===== config.mk =====
export PLATFORM = sky130hd
export DESIGN_NAME = mrau_unit
export DESIGN_NICKNAME = d
export VERILOG_FILES = /design/src/rtl/mrau_pkg.sv /design/src/rtl/mrau_unit.sv
export SDC_FILE = /design/constraint.sdc
export NUM_CORES = 1
export LEC_CHECK = 0
export BUFFER_PORTS_ARGS = -buffer_cell sky130_fd_sc_hd__buf_2
export CAP_MARGIN = 25
export CELL_PAD_IN_SITES_DETAIL_PLACEMENT = 1
export CELL_PAD_IN_SITES_GLOBAL_PLACEMENT = 1
export CORE_ASPECT_RATIO = 1.75
export CORE_MARGIN = 10
export CORE_UTILIZATION = 30
export CTS_BUF_LIST = sky130_fd_sc_hd__clkbuf_2
export DETAILED_ROUTE_END_ITERATION = 12
export PLACE_DENSITY_LB_ADDON = 0.1
export SLEW_MARGIN = 25
export SYNTH_ARGS = -nofsm -noshare
export SYNTH_HDL_FRONTEND = slang
export SYNTH_SLANG_ARGS = --single-unit

===== constraint.sdc =====
create_clock -name clk -period 2.4 [get_ports clk]
set_input_delay 0 -clock clk [delete_from_list [all_inputs] [get_ports clk]]
set_output_delay 0 -clock clk [all_outputs]
set_load 0.01 [all_outputs]

===== src/rtl/mrau_pkg.sv =====
// Package of address map, memory type codes and barrier codes for the region attribute unit.
`default_nettype none
package mrau_pkg;
	// Region boundaries of the fixed 4GB address map.
	localparam logic [31:0] SRAM_END    = 32'h3fff_ffff;  // Last code or data RAM address.
	localparam logic [31:0] EXTRAM_BASE = 32'h6000_0000;  // First external RAM address.
	localparam logic [31:0] EXTDEV_BASE = 32'ha000_0000;  // First external device address.
	localparam logic [31:0] PRIV_BASE   = 32'he000_0000;  // First private peripheral address.
	localparam logic [31:0] PRIV_END    = 32'he00f_ffff;  // Last private peripheral address.
	// Window inside the private peripheral region kept for the core's own registers.
	localparam logic [31:0] CORE_BASE   = 32'he000_e000;
	localparam logic [31:0] CORE_END    = 32'he000_efff;
	// Memory type codes, also used as ordering class of an access.
	localparam logic [1:0]  MT_NORMAL   = 2'h0;
	localparam logic [1:0]  MT_DEV_NS   = 2'h1;
	localparam logic [1:0]  MT_DEV_SH   = 2'h2;
	localparam logic [1:0]  MT_STRONG   = 2'h3;
	localparam int          MT_NUM      = 4;
	// Access size code of a full word.
	localparam logic [1:0]  SIZE_WORD   = 2'h2;
	// Barrier kind codes.
	localparam logic [1:0]  BAR_DATA_MEM   = 2'h0;  // Data memory barrier.
	localparam logic [1:0]  BAR_DATA_SYNC  = 2'h1;  // Data sync barrier.
	localparam logic [1:0]  BAR_INSTR_SYNC = 2'h2;  // Instruction sync barrier.
	// Fixed priority of the fault exception.
	localparam logic signed [2:0] FAULT_PRIO = -3'sh1;
	// Reset values.
	localparam logic [31:0] ADDR_RST    = 32'h0000_0000;
	// Barrier sequencer states.
	typedef enum logic {mrau_st_idle, mrau_st_drain} mrau_state_e;
endpackage
`default_nettype wire


===== src/rtl/mrau_unit.sv =====
// Region classifier, access ordering gate and barrier sequencer of the core memory path.
`default_nettype none
module mrau_unit #(
	parameter int CNT_W = 4  // Width of each outstanding transaction counter.
) (
	input  wire logic              clk,
	input  wire logic              rst_n,
	input  wire logic              req_valid,
	input  wire logic [31:0]       req_addr,
	input  wire logic              req_write,
	input  wire logic [1:0]        req_size,
	input  wire logic              req_fetch,
	input  wire logic              req_shareable,
	output var  logic              req_ack_reg,
	output var  logic              req_fault_reg,
	input  wire logic              bar_valid,
	input  wire logic [1:0]        bar_kind,
	output var  logic              bar_ack_reg,
	output var  logic              exec_hold_reg,
	output var  logic              refetch_reg,
	output var  logic              bus_valid_reg,
	input  wire logic              bus_ready,
	output var  logic [31:0]       bus_addr_reg,
	output var  logic              bus_write_reg,
	output var  logic [1:0]        bus_size_reg,
	output var  logic              bus_fetch_reg,
	output var  logic [1:0]        bus_type_reg,
	output var  logic              bus_buf_reg,
	output var  logic              bus_core_reg,
	input  wire logic              bus_done,
	input  wire logic [1:0]        bus_done_type,
	output var  logic              fault_exception_reg,
	output var  logic signed [2:0] fault_prio_reg
);
	// Base memory type of an address; Device comes back as the non-shareable code.
	function automatic logic [1:0] mem_type(input logic [31:0] a);
		if (a <= mrau_pkg::SRAM_END) begin
			mem_type = mrau_pkg::MT_NORMAL;
		end else if (a < mrau_pkg::EXTRAM_BASE) begin
			mem_type = mrau_pkg::MT_DEV_NS;
		end else if (a < mrau_pkg::EXTDEV_BASE) begin
			mem_type = mrau_pkg::MT_NORMAL;
		end else if (a < mrau_pkg::PRIV_BASE) begin
			mem_type = mrau_pkg::MT_DEV_NS;
		end else if (a <= mrau_pkg::PRIV_END) begin
			mem_type = mrau_pkg::MT_STRONG;
		end else begin
			mem_type = mrau_pkg::MT_DEV_NS;
		end
	endfunction

	// Only Normal regions may hold programs, so everything else is execute-never.
	function automatic logic is_exec_never(input logic [31:0] a);
		is_exec_never = (mem_type(a) != mrau_pkg::MT_NORMAL);
	endfunction

	// Private peripheral region membership.
	function automatic logic in_priv_region(input logic [31:0] a);
		in_priv_region = (a >= mrau_pkg::PRIV_BASE) && (a <= mrau_pkg::PRIV_END);
	endfunction

	mrau_pkg::mrau_state_e st_reg, st_next;          // Barrier sequencer state.
	logic [1:0]            kind_reg, kind_next;      // Kind of the barrier being drained.
	logic [CNT_W-1:0]      cnt_reg [mrau_pkg::MT_NUM];  // Outstanding accesses per class.
	logic [CNT_W-1:0]      cnt_next [mrau_pkg::MT_NUM];
	logic                  req_ack_next;
	logic                  req_fault_next;
	logic                  bar_ack_next;
	logic                  exec_hold_next;
	logic                  refetch_next;
	logic                  bus_valid_next;
	logic [31:0]           bus_addr_next;
	logic                  bus_write_next;
	logic [1:0]            bus_size_next;
	logic                  bus_fetch_next;
	logic [1:0]            bus_type_next;
	logic                  bus_buf_next;
	logic                  bus_core_next;
	logic                  fault_next;
	logic [1:0]            req_cls;     // Ordering class of the presented access.
	logic                  req_bad;     // Presented access must fault.
	logic                  hazard;      // Presented access must wait for older ones.
	logic                  all_clear;   // Nothing outstanding or waiting on the bus.
	logic                  take;        // Presented access is taken this cycle.
	logic                  issue_hs;    // Bus accepts the held access this cycle.

	// Decode, ordering gate, counters and barrier sequencing in one pass.
	always_comb begin
		// Attributes come straight from the address so no decision costs a cycle.
		req_cls = mem_type(req_addr);
		if (req_cls == mrau_pkg::MT_DEV_NS && req_shareable) begin
			req_cls = mrau_pkg::MT_DEV_SH;
		end
		req_bad = (req_fetch && is_exec_never(req_addr))
			|| (in_priv_region(req_addr) && req_size != mrau_pkg::SIZE_WORD);
		all_clear = !bus_valid_reg;
		for (int i = 0; i < mrau_pkg::MT_NUM; i++) begin
			all_clear = all_clear && (cnt_reg[i] == '0);
		end
		// Each class waits only on the older classes it must stay behind.
		case (req_cls)
			mrau_pkg::MT_NORMAL: begin
				// Normal may pass anything except a strongly-ordered access.
				hazard = (cnt_reg[mrau_pkg::MT_STRONG] != '0);
			end
			mrau_pkg::MT_DEV_NS: begin
				hazard = (cnt_reg[mrau_pkg::MT_DEV_NS] != '0)
					|| (cnt_reg[mrau_pkg::MT_STRONG] != '0);
			end
			mrau_pkg::MT_DEV_SH: begin
				hazard = (cnt_reg[mrau_pkg::MT_DEV_SH] != '0)
					|| (cnt_reg[mrau_pkg::MT_STRONG] != '0);
			end
			default: begin
				hazard = !all_clear;
			end
		endcase
		// A full counter also stalls, trading a little throughput for no overflow.
		if (&cnt_reg[req_cls]) begin
			hazard = 1'b1;
		end
		issue_hs = bus_valid_reg && bus_ready;
		take = req_valid && !req_ack_reg && !bus_valid_reg
			&& (st_reg == mrau_pkg::mrau_st_idle) && (req_bad || !hazard);
		// Defaults hold the bus stage and drop every pulse.
		req_ack_next   = take;
		req_fault_next = take && req_bad;
		fault_next     = take && req_bad;
		bus_valid_next = bus_valid_reg && !bus_ready;
		bus_addr_next  = bus_addr_reg;
		bus_write_next = bus_write_reg;
		bus_size_next  = bus_size_reg;
		bus_fetch_next = bus_fetch_reg;
		bus_type_next  = bus_type_reg;
		bus_buf_next   = bus_buf_reg;
		bus_core_next  = bus_core_reg;
		if (take && !req_bad) begin
			// A faulting access never reaches the bus.
			bus_valid_next = 1'b1;
			bus_addr_next  = req_addr;
			bus_write_next = req_write;
			bus_size_next  = req_size;
			bus_fetch_next = req_fetch;
			bus_type_next  = req_cls;
			// Only strongly-ordered writes must go straight through to the slave.
			bus_buf_next   = req_write && (req_cls != mrau_pkg::MT_STRONG);
			bus_core_next  = (req_addr >= mrau_pkg::CORE_BASE)
				&& (req_addr <= mrau_pkg::CORE_END);
		end
		// Counters rise on acceptance and fall on completion of the given class.
		for (int i = 0; i < mrau_pkg::MT_NUM; i++) begin
			cnt_next[i] = cnt_reg[i];
			if (issue_hs && bus_type_reg == i[1:0]) begin
				cnt_next[i] = cnt_next[i] + 1'b1;
			end
			if (bus_done && bus_done_type == i[1:0] && cnt_reg[i] != '0) begin
				cnt_next[i] = cnt_next[i] - 1'b1;
			end
		end
		// Barrier sequencer.
		st_next      = st_reg;
		kind_next    = kind_reg;
		bar_ack_next = 1'b0;
		refetch_next = 1'b0;
		case (st_reg)
			mrau_pkg::mrau_st_idle: begin
				// A barrier is only taken while no access is half issued.
				if (bar_valid && !bar_ack_reg && !take && !req_ack_reg) begin
					st_next   = mrau_pkg::mrau_st_drain;
					kind_next = bar_kind;
				end
			end
			mrau_pkg::mrau_st_drain: begin
				// Every kind drains; the instruction barrier also refetches.
				if (all_clear) begin
					st_next      = mrau_pkg::mrau_st_idle;
					bar_ack_next = 1'b1;
					refetch_next = (kind_reg == mrau_pkg::BAR_INSTR_SYNC);
				end
			end
			default: begin
				st_next = mrau_pkg::mrau_st_idle;
			end
		endcase
		// Later instructions stay held while a data sync barrier drains.
		exec_hold_next = (st_next == mrau_pkg::mrau_st_drain)
			&& (kind_next == mrau_pkg::BAR_DATA_SYNC);
	end

	// State registers; all take constants under reset.
	always_ff @(posedge clk) begin
		if (!rst_n) begin
			st_reg              <= mrau_pkg::mrau_st_idle;
			kind_reg            <= mrau_pkg::BAR_DATA_MEM;
			for (int i = 0; i < mrau_pkg::MT_NUM; i++) begin
				cnt_reg[i] <= '0;
			end
			req_ack_reg         <= 1'b0;
			req_fault_reg       <= 1'b0;
			bar_ack_reg         <= 1'b0;
			exec_hold_reg       <= 1'b0;
			refetch_reg         <= 1'b0;
			bus_valid_reg       <= 1'b0;
			bus_addr_reg        <= mrau_pkg::ADDR_RST;
			bus_write_reg       <= 1'b0;
			bus_size_reg        <= mrau_pkg::SIZE_WORD;
			bus_fetch_reg       <= 1'b0;
			bus_type_reg        <= mrau_pkg::MT_NORMAL;
			bus_buf_reg         <= 1'b0;
			bus_core_reg        <= 1'b0;
			fault_exception_reg <= 1'b0;
			fault_prio_reg      <= mrau_pkg::FAULT_PRIO;
		end else begin
			st_reg              <= st_next;
			kind_reg            <= kind_next;
			for (int i = 0; i < mrau_pkg::MT_NUM; i++) begin
				cnt_reg[i] <= cnt_next[i];
			end
			req_ack_reg         <= req_ack_next;
			req_fault_reg       <= req_fault_next;
			bar_ack_reg         <= bar_ack_next;
			exec_hold_reg       <= exec_hold_next;
			refetch_reg         <= refetch_next;
			bus_valid_reg       <= bus_valid_next;
			bus_addr_reg        <= bus_addr_next;
			bus_write_reg       <= bus_write_next;
			bus_size_reg        <= bus_size_next;
			bus_fetch_reg       <= bus_fetch_next;
			bus_type_reg        <= bus_type_next;
			bus_buf_reg         <= bus_buf_next;
			bus_core_reg        <= bus_core_next;
			fault_exception_reg <= fault_next;
			fault_prio_reg      <= mrau_pkg::FAULT_PRIO;
		end
	end

	// Helper levels read only by the checks below.
	logic ns_clear;
	assign ns_clear = (cnt_reg[mrau_pkg::MT_DEV_NS] == '0)
		&& (cnt_reg[mrau_pkg::MT_STRONG] == '0);
endmodule
`default_nettype wire


==> impl_results.md, run 1 <==
- Hold crit path type: in -> reg
- Final period util: 0.9331
- Logic pwr share: 0.228
- Pwr per Cell Area: 544.1 nW/µm²
- DPL Wire Length: 8286 µm
- Ports: 97
- Top cells by area, synth: dfxtp_1 37%, mux2i_1 14%, nand2_1 9.9%
- Clk network pwr share: 0.329
- Layout cells sized above 1: 0.2926
- Crit. End Element: register
- CTS clk-pin slew, worst paths: 220 ps
- Most common cell after layout, fill and taps aside: buf_2
- Reg2reg end: bus_addr_reg[19]$_SDFFE_PN0P_
- Startpoint types: input pin
- Vias per inst: 4.794
- Slowest cell delay on critical path: 530 ps
- DIE HEIGHT: 162.9 µm
- Synth Instances: 386
- Pint: 0.001929 W
- Max Fclk: 446.6 MHz
- CTS Buffer Depth: 2
- Max-cap violation count: 0
- Number of flops mapped to enable cells by yosys: 0
- Top FF cell, synth: dfxtp_1
- Syn Area/Cell: 9.066 µm²
- Cts bufs inserted: 9
- CTS Root Cell: clkbuf_2
- Worst EP arrival: 2680 ps
- Synth warn: 0
- Slew Viols, Final: 0
- Seq pwr share: 0.443
- Most used cell, CP: buf_12
- Clock Skew: 19.70 ps
- Final Hold Viols: 0
- Initial antenna violation count: 1
- Synth cell types: 56
- TNS Setup: 0 ps
- Die W: 101.6 µm
- Max FFs per register: 32
- Critical Path Start: req_shareable
- H-tree levels: 3
- Total gr overflow: 0
- Sink Count: 65
- Switching power total: 0.0007829 W
- Post-Syn Area: 3500 µm²
- Max stage delay cell, worst path: dlygate4sd3_1
- Setup Crit Path Kind: in -> reg
- Worst VDD drop: 280.7 µV
- Period minus WS final: 2239 ps
- Post-synthesis sequential area ratio: 0.3718
- Max FO, Critical Path: 16
- Crit path to: bus_addr_reg[19]$_SDFFE_PN0P_
- Final WL: 10960 µm
- Switch share: 0.2887
- Top cell type's share of synthesized area: 0.3718
- Core outline area: 11520 µm²
- Clk_lat worst skew: 510 ps
- Biggest area consumer among synthesized cells: dfxtp_1
- P&R area growth vs syn: 42.44%
- Final Net Count: 614
- First-pass DRT Iterations: 3
- DIE AREA: 16560 µm²
- ANT nets after route: 0
- Global-route wire length before repair: 18420 µm
- Most frequent cells in the layout: 93 x buf_2, 92 x nand2_1, 63 x dfxtp_1
- Via count: 3322
- Maximum number of pins on one net before global-route repair: 74
- Reg-to-reg setup timing slack: 180 ps
- Core Util, Final: 0.4329
- Placed inst area: 4268 µm²
- Status: finished clean
- CTS tree: done
- Final Setup Violations: 0
- Row cnt: 52
- Design Area, Final: 4985 µm²
- Critical R2R Launch: cnt_reg[3][0]$_SDFF_PN0_
- Port bufs: 93
- Starting Density: 0.3039
- Overall Global Routing Usage: 0.1379
- R2R depth: 9
- Placer congestion estimate: 0.7229
- Residual DRC: 0
- Leakage power: 2.212 nW
- Vias in the first global route: 3880
- Worst-path cell chain: dlygate4sd3_1 -> buf_2 -> a21oi_1 -> inv_1 -> ha_1 -> nor4b_2 -> a2111oi_2 -> a311o_1 -> nor3_4 -> buf_12 -> buf_12 -> mux2i_1
- Routed wire per std cell: 15.81 µm
- Critical Path RT: 2840 ps
- Initial DRC count: 79
- Seq cells post-synth: 65
- Async set-reset flop share out of synthesis: 0
## power groups by stage
stage	sequential [W]	combinational, W	clock, W
3_5_place_dp	0.00122	0.000542	0
5_1_grt	0.00121	0.000684	0.000967
6_report	0.00120	0.000619	0.000892
3_3_place_gp	0.00122	0.000531	0
4_1_cts	0.00120	0.000602	0.000936
2_1_floorplan	0.00125	0.000294	0
## synthesized netlist by cell type (all sizes together) (2+ instances only)
library cell and number:
dfxtp 65, a22o 2, and2 2, a211oi 5
nor3b 6, inv 15, o211ai 2, or2 3
a21oi 3, nand2 92, nand4b 2, a31oi 2
nor4bb 2, nand4 7, ha 15, mux2i 49
xnor2 12, clkbuf 13, nand3 3, o21a 2
nor2 15, o22ai 2, buf 9, nor2b 7
and3 3, xor2 12, nor4b 6, and4 2
nand2b 2, nor3 9
## area by class of cell
type	count	area [µm²]
fillers	1382	6531
multi-input cells	285	2018
flip-flops and latches	65	1306
repair buffers	175	1266
well taps	135	168.9
clock inverters	7	117.6
inverters	16	60.06
clock buffers	9	45.04
diodes	1	2.502
## routing by layer
metal	GRT usage	routed length, µm	vias to the layer above
li1	-	-	1644
met1	0.1355	4098	1594
met2	0.2608	6091	68
met3	0.03866	541	16
met4	0.05294	225	0
met5	0	0	-
## logic make-up after synthesis
logic type / after synthesis / synth area share
simple gates: 165 / 0.2471
other cells: 1 / 0.001072
buf+inv: 38 / 0.06042
flops: 65 / 0.3718
fa+ha+maj: 15 / 0.05363
mux: 50 / 0.1444
compound gates: 28 / 0.06150
xor+xnor: 24 / 0.06006
## how the worst min path moves through the flow
stage	from	to	slack [ps]	cells past startpoint
6_report	bar_valid	kind_reg[1]$_SDFF_PN0_	100	5
3_5_place_dp	req_size[1]	bus_size_reg[1]$_SDFFE_PN1P_	240	2
3_3_place_gp	req_size[1]	bus_size_reg[1]$_SDFFE_PN1P_	240	2
5_1_grt	bar_valid	kind_reg[1]$_SDFF_PN0_	40	5
2_1_floorplan	req_size[1]	bus_size_reg[1]$_SDFFE_PN1P_	120	1
4_1_cts	bar_valid	kind_reg[1]$_SDFF_PN0_	30	5
## repair_timing
action,CTS,global route
endpoints found under the hold margin,57,0
resized for setup,0,8
hold buffers,47,0
endpoints found under the setup margin,0,46
setup buffers,0,2
## metrics by stage
step / setup WS [ps] / std cells / power, W / hold slack [ps]
after global routing: -5.759 / 693 / 0.002864 / 42.60
after detailed placement: -337.4 / 626 / 0.001766 / 237.2
after global placement: -230.5 / 626 / 0.001755 / 241.4
after floorplan: 46.15 / 388 / 0.001544 / 117.8
final: 160.6 / 693 / 0.002712 / 99.96
after CTS: 37.76 / 689 / 0.002741 / 31.42
## worst max-delay path, delay by kind of cell
kind | cells | cell delay [ps]
adder cells (fa/ha/maj) | 1 | 230
AO/OA/AOI/OAI | 3 | 670
multiplexers | 1 | 200
AND/OR/NAND/NOR | 2 | 460
buffers and inverters | 5 | 1110
(Power assumes the default switching activity.)
==> run 2: changes to the inputs <==
- MAX_ROUTING_LAYER: not set -> met4
- REMOVE_ABC_BUFFERS: not set -> 1
==> run 2 against run 1 <==
Against the previous run:
- clock skew about the same
- combinational power up 6.6%
- sequential power barely moved
- non-clock buffer count rose by 4
- power is 7.2% lower
- highest routed layer unchanged
- largest power group unchanged
- worst hold slack got worse by 33 ps
==> impl_results.md, run 2 (same netlist as run 1, synthesis figures left out) <==
- Grt met2 use: 0.2511 (was 0.2608)
- DPL Wire Length: 8101 µm (was 8286 µm)
- Starting Density: 0.3039 (unchanged)
- Placer congestion estimate: 0.7710 (was 0.7229)
- Global-route wire length before repair: 17840 µm (was 18420 µm)
- Max-slew headroom: 0.5682
- Max Fclk: 417.3 MHz (was 446.6 MHz)
- Slew of the pin with the lowest slew margin: 647.7 ps
- Crit path buf inv count: 5 (unchanged)
- Port bufs: 93 (unchanged)
- CP top delay family: buffers and inverters (unchanged)
- Met3 usage: 0.03483 (was 0.03866)
- Worst EP arrival: 2850 ps (was 2680 ps)
- Crit. End Element: register (unchanged)
- Vias in the first global route: 3736 (was 3880)
- Sink Count: 65 (unchanged)
- Final Net Count: 618 (was 614)
- Via count: 3367 (was 3322)
- Max FO, Critical Path: 9 (was 16)
- Total gr overflow: 0 (unchanged)
- Met1 usage: 0.1380 (was 0.1355)
- Worst hold slack: 67.34 ps (was 99.96 ps)
- Initial DRC count: 72 (was 79)
- Max FFs per register: 32 (unchanged)
- Max-cap violation count: 0 (unchanged)
- ANT nets after route: 0 (unchanged)
- Leakage power: 2.219 nW (was 2.212 nW)
- Slowest cell delay on critical path: 550 ps (was 530 ps)
- Final WL: 11200 µm (was 10960 µm)
- Setup Crit Path Kind: in -> reg (unchanged)
- Startpoint types: input pin (unchanged)
- P&R area growth vs syn: 44.48% (was 42.44%)
- Most common cell after layout, fill and taps aside: buf_2 (unchanged)
- First-pass DRT Iterations: 4 (was 3)
- Reg-to-reg setup timing slack: 60 ps (was 180 ps)
- Layout cells sized above 1: 0.3048 (was 0.2926)
- CTS tree: done (unchanged)
- Residual DRC: 0 (unchanged)
- DIE AREA: 16560 µm² (unchanged)
- Slew Viols, Final: 0 (unchanged)
- Worst-path cell chain: dlygate4sd3_1 -> buf_2 -> a21oi_2 -> inv_1 -> ha_4 -> nor4b_4 -> a2111oi_4 -> a311o_1 -> nor3_4 -> buf_12 -> clkbuf_16 -> mux2i_1 (was dlygate4sd3_1 -> buf_2 -> a21oi_1 -> inv_1 -> ha_1 -> nor4b_2 -> a2111oi_2 -> a311o_1 -> nor3_4 -> buf_12 -> buf_12 -> mux2i_1)
- Status: finished clean (unchanged)
- GR peak layer: met2 (unchanged)
- Most frequent cells in the layout: 93 x buf_2, 92 x nand2_1, 62 x dfxtp_1 (was 93 x buf_2, 92 x nand2_1, 63 x dfxtp_1)
- Core outline area: 11520 µm² (unchanged)
- Pwr per Cell Area: 497.8 nW/µm² (was 544.1 nW/µm²)
- Period minus WS final: 2396 ps (was 2239 ps)
- Cts bufs inserted: 9 (unchanged)
- Hold crit path type: in -> reg (unchanged)
- Final Hold Viols: 0 (unchanged)
- Design Area, Final: 5056 µm² (was 4985 µm²)
- Initial antenna violation count: 1 (unchanged)
- Worst VDD drop: 222.0 µV (was 280.7 µV)
- H-tree levels: 3 (unchanged)
- Maximum number of pins on one net before global-route repair: 68 (was 74)
- Final period util: 0.9985 (was 0.9331)
- # fillers: 1357 (was 1382)
- CTS Root Cell: clkbuf_2 (unchanged)
- CTS Buffer Depth: 2 (unchanged)
- Placed inst area: 4240 µm² (was 4268 µm²)
- Row cnt: 52 (unchanged)
- Max stage delay cell, worst path: dlygate4sd3_1 (unchanged)
- Critical Path RT: 2850 ps (was 2840 ps)
- Vias per inst: 4.831 (was 4.794)
- Ports: 97 (unchanged)
- Routed wire per std cell: 16.07 µm (was 15.81 µm)
- Clk_lat worst skew: 510 ps (about the same)
- Overall Global Routing Usage: 0.1391 (was 0.1379)
- Clock Skew: 20.01 ps (was 19.70 ps)
- CTS clk-pin slew, worst paths: 190 ps (was 220 ps)
- DIE HEIGHT: 162.9 µm (unchanged)
- Die W: 101.6 µm (unchanged)
- Final Setup Violations: 0 (unchanged)
## run 2: where the power goes
part / internal (W) / leakage [nW] / switching [W]
clock network: 0.000237 / 0.0654 / 0.000417
logic: 0.000351 / 1.62 / 0.000309
registers: 0.00115 / 0.530 / 0.0000481
total: 0.00174 / 2.22 / 0.000775
## run 2: through the flow
step	instances	setup WS (ps)	util	power, W	TNS (ps)
after floorplan	366	-947.2	-	0.001498	-38770
after global placement	624	-176.6	0.3682	0.001749	-6919
after detailed placement	624	-302.9	0.3682	0.001760	-10410
after CTS	692	7.294	0.4229	0.002503	0
after global routing	697	-72.55	0.4390	0.002677	-379.9
final	697	3.692	0.4390	0.002517	0
## run 2: worst paths after layout
kind,startpoint,to,cells past startpoint
hold / removal,bus_done,cnt_reg[2][1]$_SDFF_PN0_,5
setup reg to reg,cnt_reg[3][0]$_SDFF_PN0_,bus_addr_reg[30]$_SDFFE_PN0P_,9
setup / recovery,req_shareable,bus_addr_reg[30]$_SDFFE_PN0P_,12
hold reg to reg,kind_reg[0]$_SDFF_PN0_,refetch_reg$_SDFF_PN0_,1
## run 2: final cells by class
| cell class | instances | area [µm²] | share of cell area |
|---|---|---|---|
| Clock inverter | 6 | 58.81 | 0.01163 |
| Multi-Input combinational cell | 285 | 2097 | 0.4147 |
| Clock buffer | 10 | 50.05 | 0.009899 |
| Antenna cell | 1 | 2.502 | 0.0004949 |
| Inverter | 16 | 60.06 | 0.01188 |
| Timing Repair Buffer | 179 | 1314 | 0.2598 |
| Sequential cell | 65 | 1305 | 0.2581 |
| Tap cell | 135 | 168.9 | 0.03341 |
## run 2: timing repair
item,4_1_cts,5_1_grt
hold buffers,52,1
resized for setup,0,21
endpoints found under the setup margin,0,44
hold endpoints to repair,54,1
setup buffers,0,2
## run 2: per-layer routing
layer,share of wire,vias up
met1,0.39,1629
met4,0.017,0
met5,0,-
li1,-,1650
met3,0.040,15
met2,0.55,73
## run 2: worst register-to-register path: stages (launching register included)
cell       delay (ps)
dfxtp_1           390
inv_1             130
ha_1              170
nor3b_4           280
o31ai_1           140
a311o_1           340
nor3_4            300
buf_12            170
clkbuf_16         170
mux2i_1           210
==> run 3: changes to the inputs <==
- CORE_UTILIZATION: 30 -> 36
==> run 3 against run 2 <==
Against the previous run:
- combinational power decreased by 5.0%
- fmax up 5.5%
- sequential share of layout area up 0.59 points
- largest power group unchanged
- clock skew grew 2.2 ps
- critical endpoint is now bus_addr_reg[14]$_SDFFE_PN0P_
==> impl_results.md, run 3 (same netlist as run 1, synthesis figures left out) <==
- Status: finished clean (unchanged)
- P&R area growth vs syn: 40.97% (was 44.48%)
- Hold path startpoint: req_shareable (was bus_done)
- Row cnt: 47 (was 52)
- Residual DRC: 0 (unchanged)
- Routed wire per std cell: 16.10 µm (was 16.07 µm)
- Critical Path RT: 2840 ps (was 2850 ps)
- Period minus WS final: 2272 ps (was 2396 ps)
- Max FFs per register: 32 (unchanged)
- Initial DRC count: 115 (was 72)
- Most frequent cells in the layout: 93 x buf_2, 92 x nand2_1, 64 x dfxtp_1 (was 93 x buf_2, 92 x nand2_1, 62 x dfxtp_1)
- Pwr per Cell Area: 475.6 nW/µm² (was 497.8 nW/µm²)
- ANT nets after route: 0 (unchanged)
- Layout cells sized above 1: 0.2870 (was 0.3048)
- DIE HEIGHT: 150.4 µm (was 162.9 µm)
- Critical Path Start: cnt_reg[3][0]$_SDFF_PN0_ (was req_shareable)
- Pre-CTS setup slack: -334.2 ps (was -302.9 ps)
- Critical R2R Launch: cnt_reg[3][0]$_SDFF_PN0_ (unchanged)
- Starting Density: 0.3696 (was 0.3039)
- # fillers: 1148 (was 1357)
- Initial antenna violation count: 1 (unchanged)
- Crit. End Element: register (unchanged)
- Clk_lat worst skew: 510 ps (about the same)
- Final period util: 0.9468 (was 0.9985)
- Via count: 3360 (was 3367)
- R2R depth: 9 (unchanged)
- Final Instance Count excl. Fillers: 684 (was 697)
- Clock Skew: 22.21 ps (was 20.01 ps)
- Total gr overflow: 0 (unchanged)
- Overall Global Routing Usage: 0.1610 (was 0.1391)
- Sink Count: 65 (unchanged)
- Slew of the pin with the lowest slew margin: 571.4 ps (was 647.7 ps)
- DPL Wire Length: 7884 µm (was 8101 µm)
- Worst EP arrival: 2710 ps (was 2850 ps)
- Startpoint types: register (was input pin)
- Max stage delay cell, worst path: a311o_1 (was dlygate4sd3_1)
- Worst-path cell chain: inv_1 -> ha_1 -> nor3b_4 -> o31ai_1 -> a311o_1 -> nor3_4 -> buf_4 -> buf_6 -> mux2i_1 (was dlygate4sd3_1 -> buf_2 -> a21oi_2 -> inv_1 -> ha_4 -> nor4b_4 -> a2111oi_4 -> a311o_1 -> nor3_4 -> buf_12 -> clkbuf_16 -> mux2i_1)
- Hold Crit Depth: 5 (unchanged)
- Design Area, Final: 4933 µm² (was 5056 µm²)
- Ports: 97 (unchanged)
- Leakage power: 2.192 nW (was 2.219 nW)
- Placed inst area: 4199 µm² (was 4240 µm²)
- Vias in the first global route: 3770 (was 3736)
- First-pass DRT Iterations: 4 (unchanged)
- Placed cells: 611 (was 624)
- Die W: 94.53 µm (was 101.6 µm)
- Global-route wire length before repair: 17860 µm (was 17840 µm)
- Final Hold Viols: 0 (unchanged)
- Max Fclk: 440.1 MHz (was 417.3 MHz)
- Port bufs: 93 (unchanged)
- Setup Crit Path Kind: reg -> reg (was in -> reg)
- CTS Buffer Depth: 2 (unchanged)
- TNS Setup: 0 ps (unchanged)
- CTS Root Cell: clkbuf_2 (unchanged)
- Cts bufs inserted: 9 (unchanged)
- Design Power: 0.002347 W (was 0.002517 W)
- Endpoint with the worst hold slack: bus_type_reg[0]$_SDFFE_PN0P_ (was cnt_reg[2][1]$_SDFF_PN0_)
- Final Setup Violations: 0 (unchanged)
- H-tree levels: 3 (unchanged)
- Placer congestion estimate: 0.7938 (was 0.7710)
- DIE AREA: 14220 µm² (was 16560 µm²)
- Hold crit path type: in -> reg (unchanged)
- Maximum number of pins on one net before global-route repair: 62 (was 68)
- Reg2reg end: bus_addr_reg[14]$_SDFFE_PN0P_ (was bus_addr_reg[30]$_SDFFE_PN0P_)
- Max FO, Critical Path: 11 (was 9)
- Final Net Count: 620 (was 618)
- Core outline area: 9468 µm² (was 11520 µm²)
- CTS tree: done (unchanged)
- Final WL: 11010 µm (was 11200 µm)
- Max-slew headroom: 0.6191 (was 0.5682)
- Final WS setup: 127.6 ps (was 3.692 ps)
- Slew Viols, Final: 0 (unchanged)
- Most common cell after layout, fill and taps aside: buf_2 (unchanged)
- CTS clk-pin slew, worst paths: 180 ps (was 190 ps)
- Slowest cell delay on critical path: 390 ps (was 550 ps)
- Max-cap violation count: 0 (unchanged)
- Reg-to-reg setup timing slack: 130 ps (was 60 ps)
- Vias per inst: 4.912 (was 4.831)
- Worst VDD drop: 308.8 µV (was 222.0 µV)
-- run 3: what timing repair did --
action | in CTS | in global routing
hold buffers | 53 | 0
endpoints found under the setup margin | 0 | 37
setup buffers | 0 | 3
resized for setup | 0 | 13
hold endpoints to repair | 51 | 0
-- run 3: worst max-delay path by stage --
stage | to | slack, ps | depth (start not counted)
global placement | bus_addr_reg[1]$_SDFFE_PN0P_ | -200 | 14
global route | bus_addr_reg[16]$_SDFFE_PN0P_ | -50 | 9
floorplan | bus_addr_reg[0]$_SDFFE_PN0P_ | -950 | 10
CTS | bus_type_reg[0]$_SDFFE_PN0P_ | 20 | 8
detailed placement | bus_addr_reg[20]$_SDFFE_PN0P_ | -330 | 13
finish | bus_addr_reg[14]$_SDFFE_PN0P_ | 130 | 9
-- run 3: final cells by class --
class                           instances  area [µm²]  area share
Antenna cell                            1       2.502   0.0005072
Clock buffer                           10       50.05     0.01014
Clock inverter                          4       22.52    0.004565
Inverter                               16       60.06     0.01217
Multi-Input combinational cell        285        2027      0.4109
Sequential cell                        65        1303      0.2640
Tap cell                              122       152.6     0.03094
Timing Repair Buffer                  181        1316      0.2668
-- run 3: per-layer routing --
metal,share of wire,vias to the layer above,GRT usage
met2,0.55,69,0.2921
met1,0.39,1619,0.1572
met3,0.045,13,0.04736
met4,0.018,0,0.05639
met5,0,-,-
li1,-,1659,-
-- run 3: report_power, final --
group	internal (W)	total, W	switching (W)
Combinational	0.000333	0.000627	0.000294
Sequential	0.00115	0.00120	0.0000499
Clock	0.000124	0.000516	0.000392
-- run 3: critical path, delay by kind of cell (launching register included) --
family | cells | cell delay, ps
adders and majority gates | 1 | 180
buffers and inverters | 3 | 460
muxes | 1 | 220
DFF | 1 | 380
AOI/OAI and AO/OA | 2 | 510
and+or+nand+nor | 2 | 460
-- run 3: stage by stage --
stage | hold slack, ps | util
after floorplan | 117.5 | -
after global placement | 222.8 | 0.4435
after detailed placement | 234.6 | 0.4435
after CTS | 33.48 | 0.5072
after global routing | 22.43 | 0.5211
final | 48.33 | 0.5211
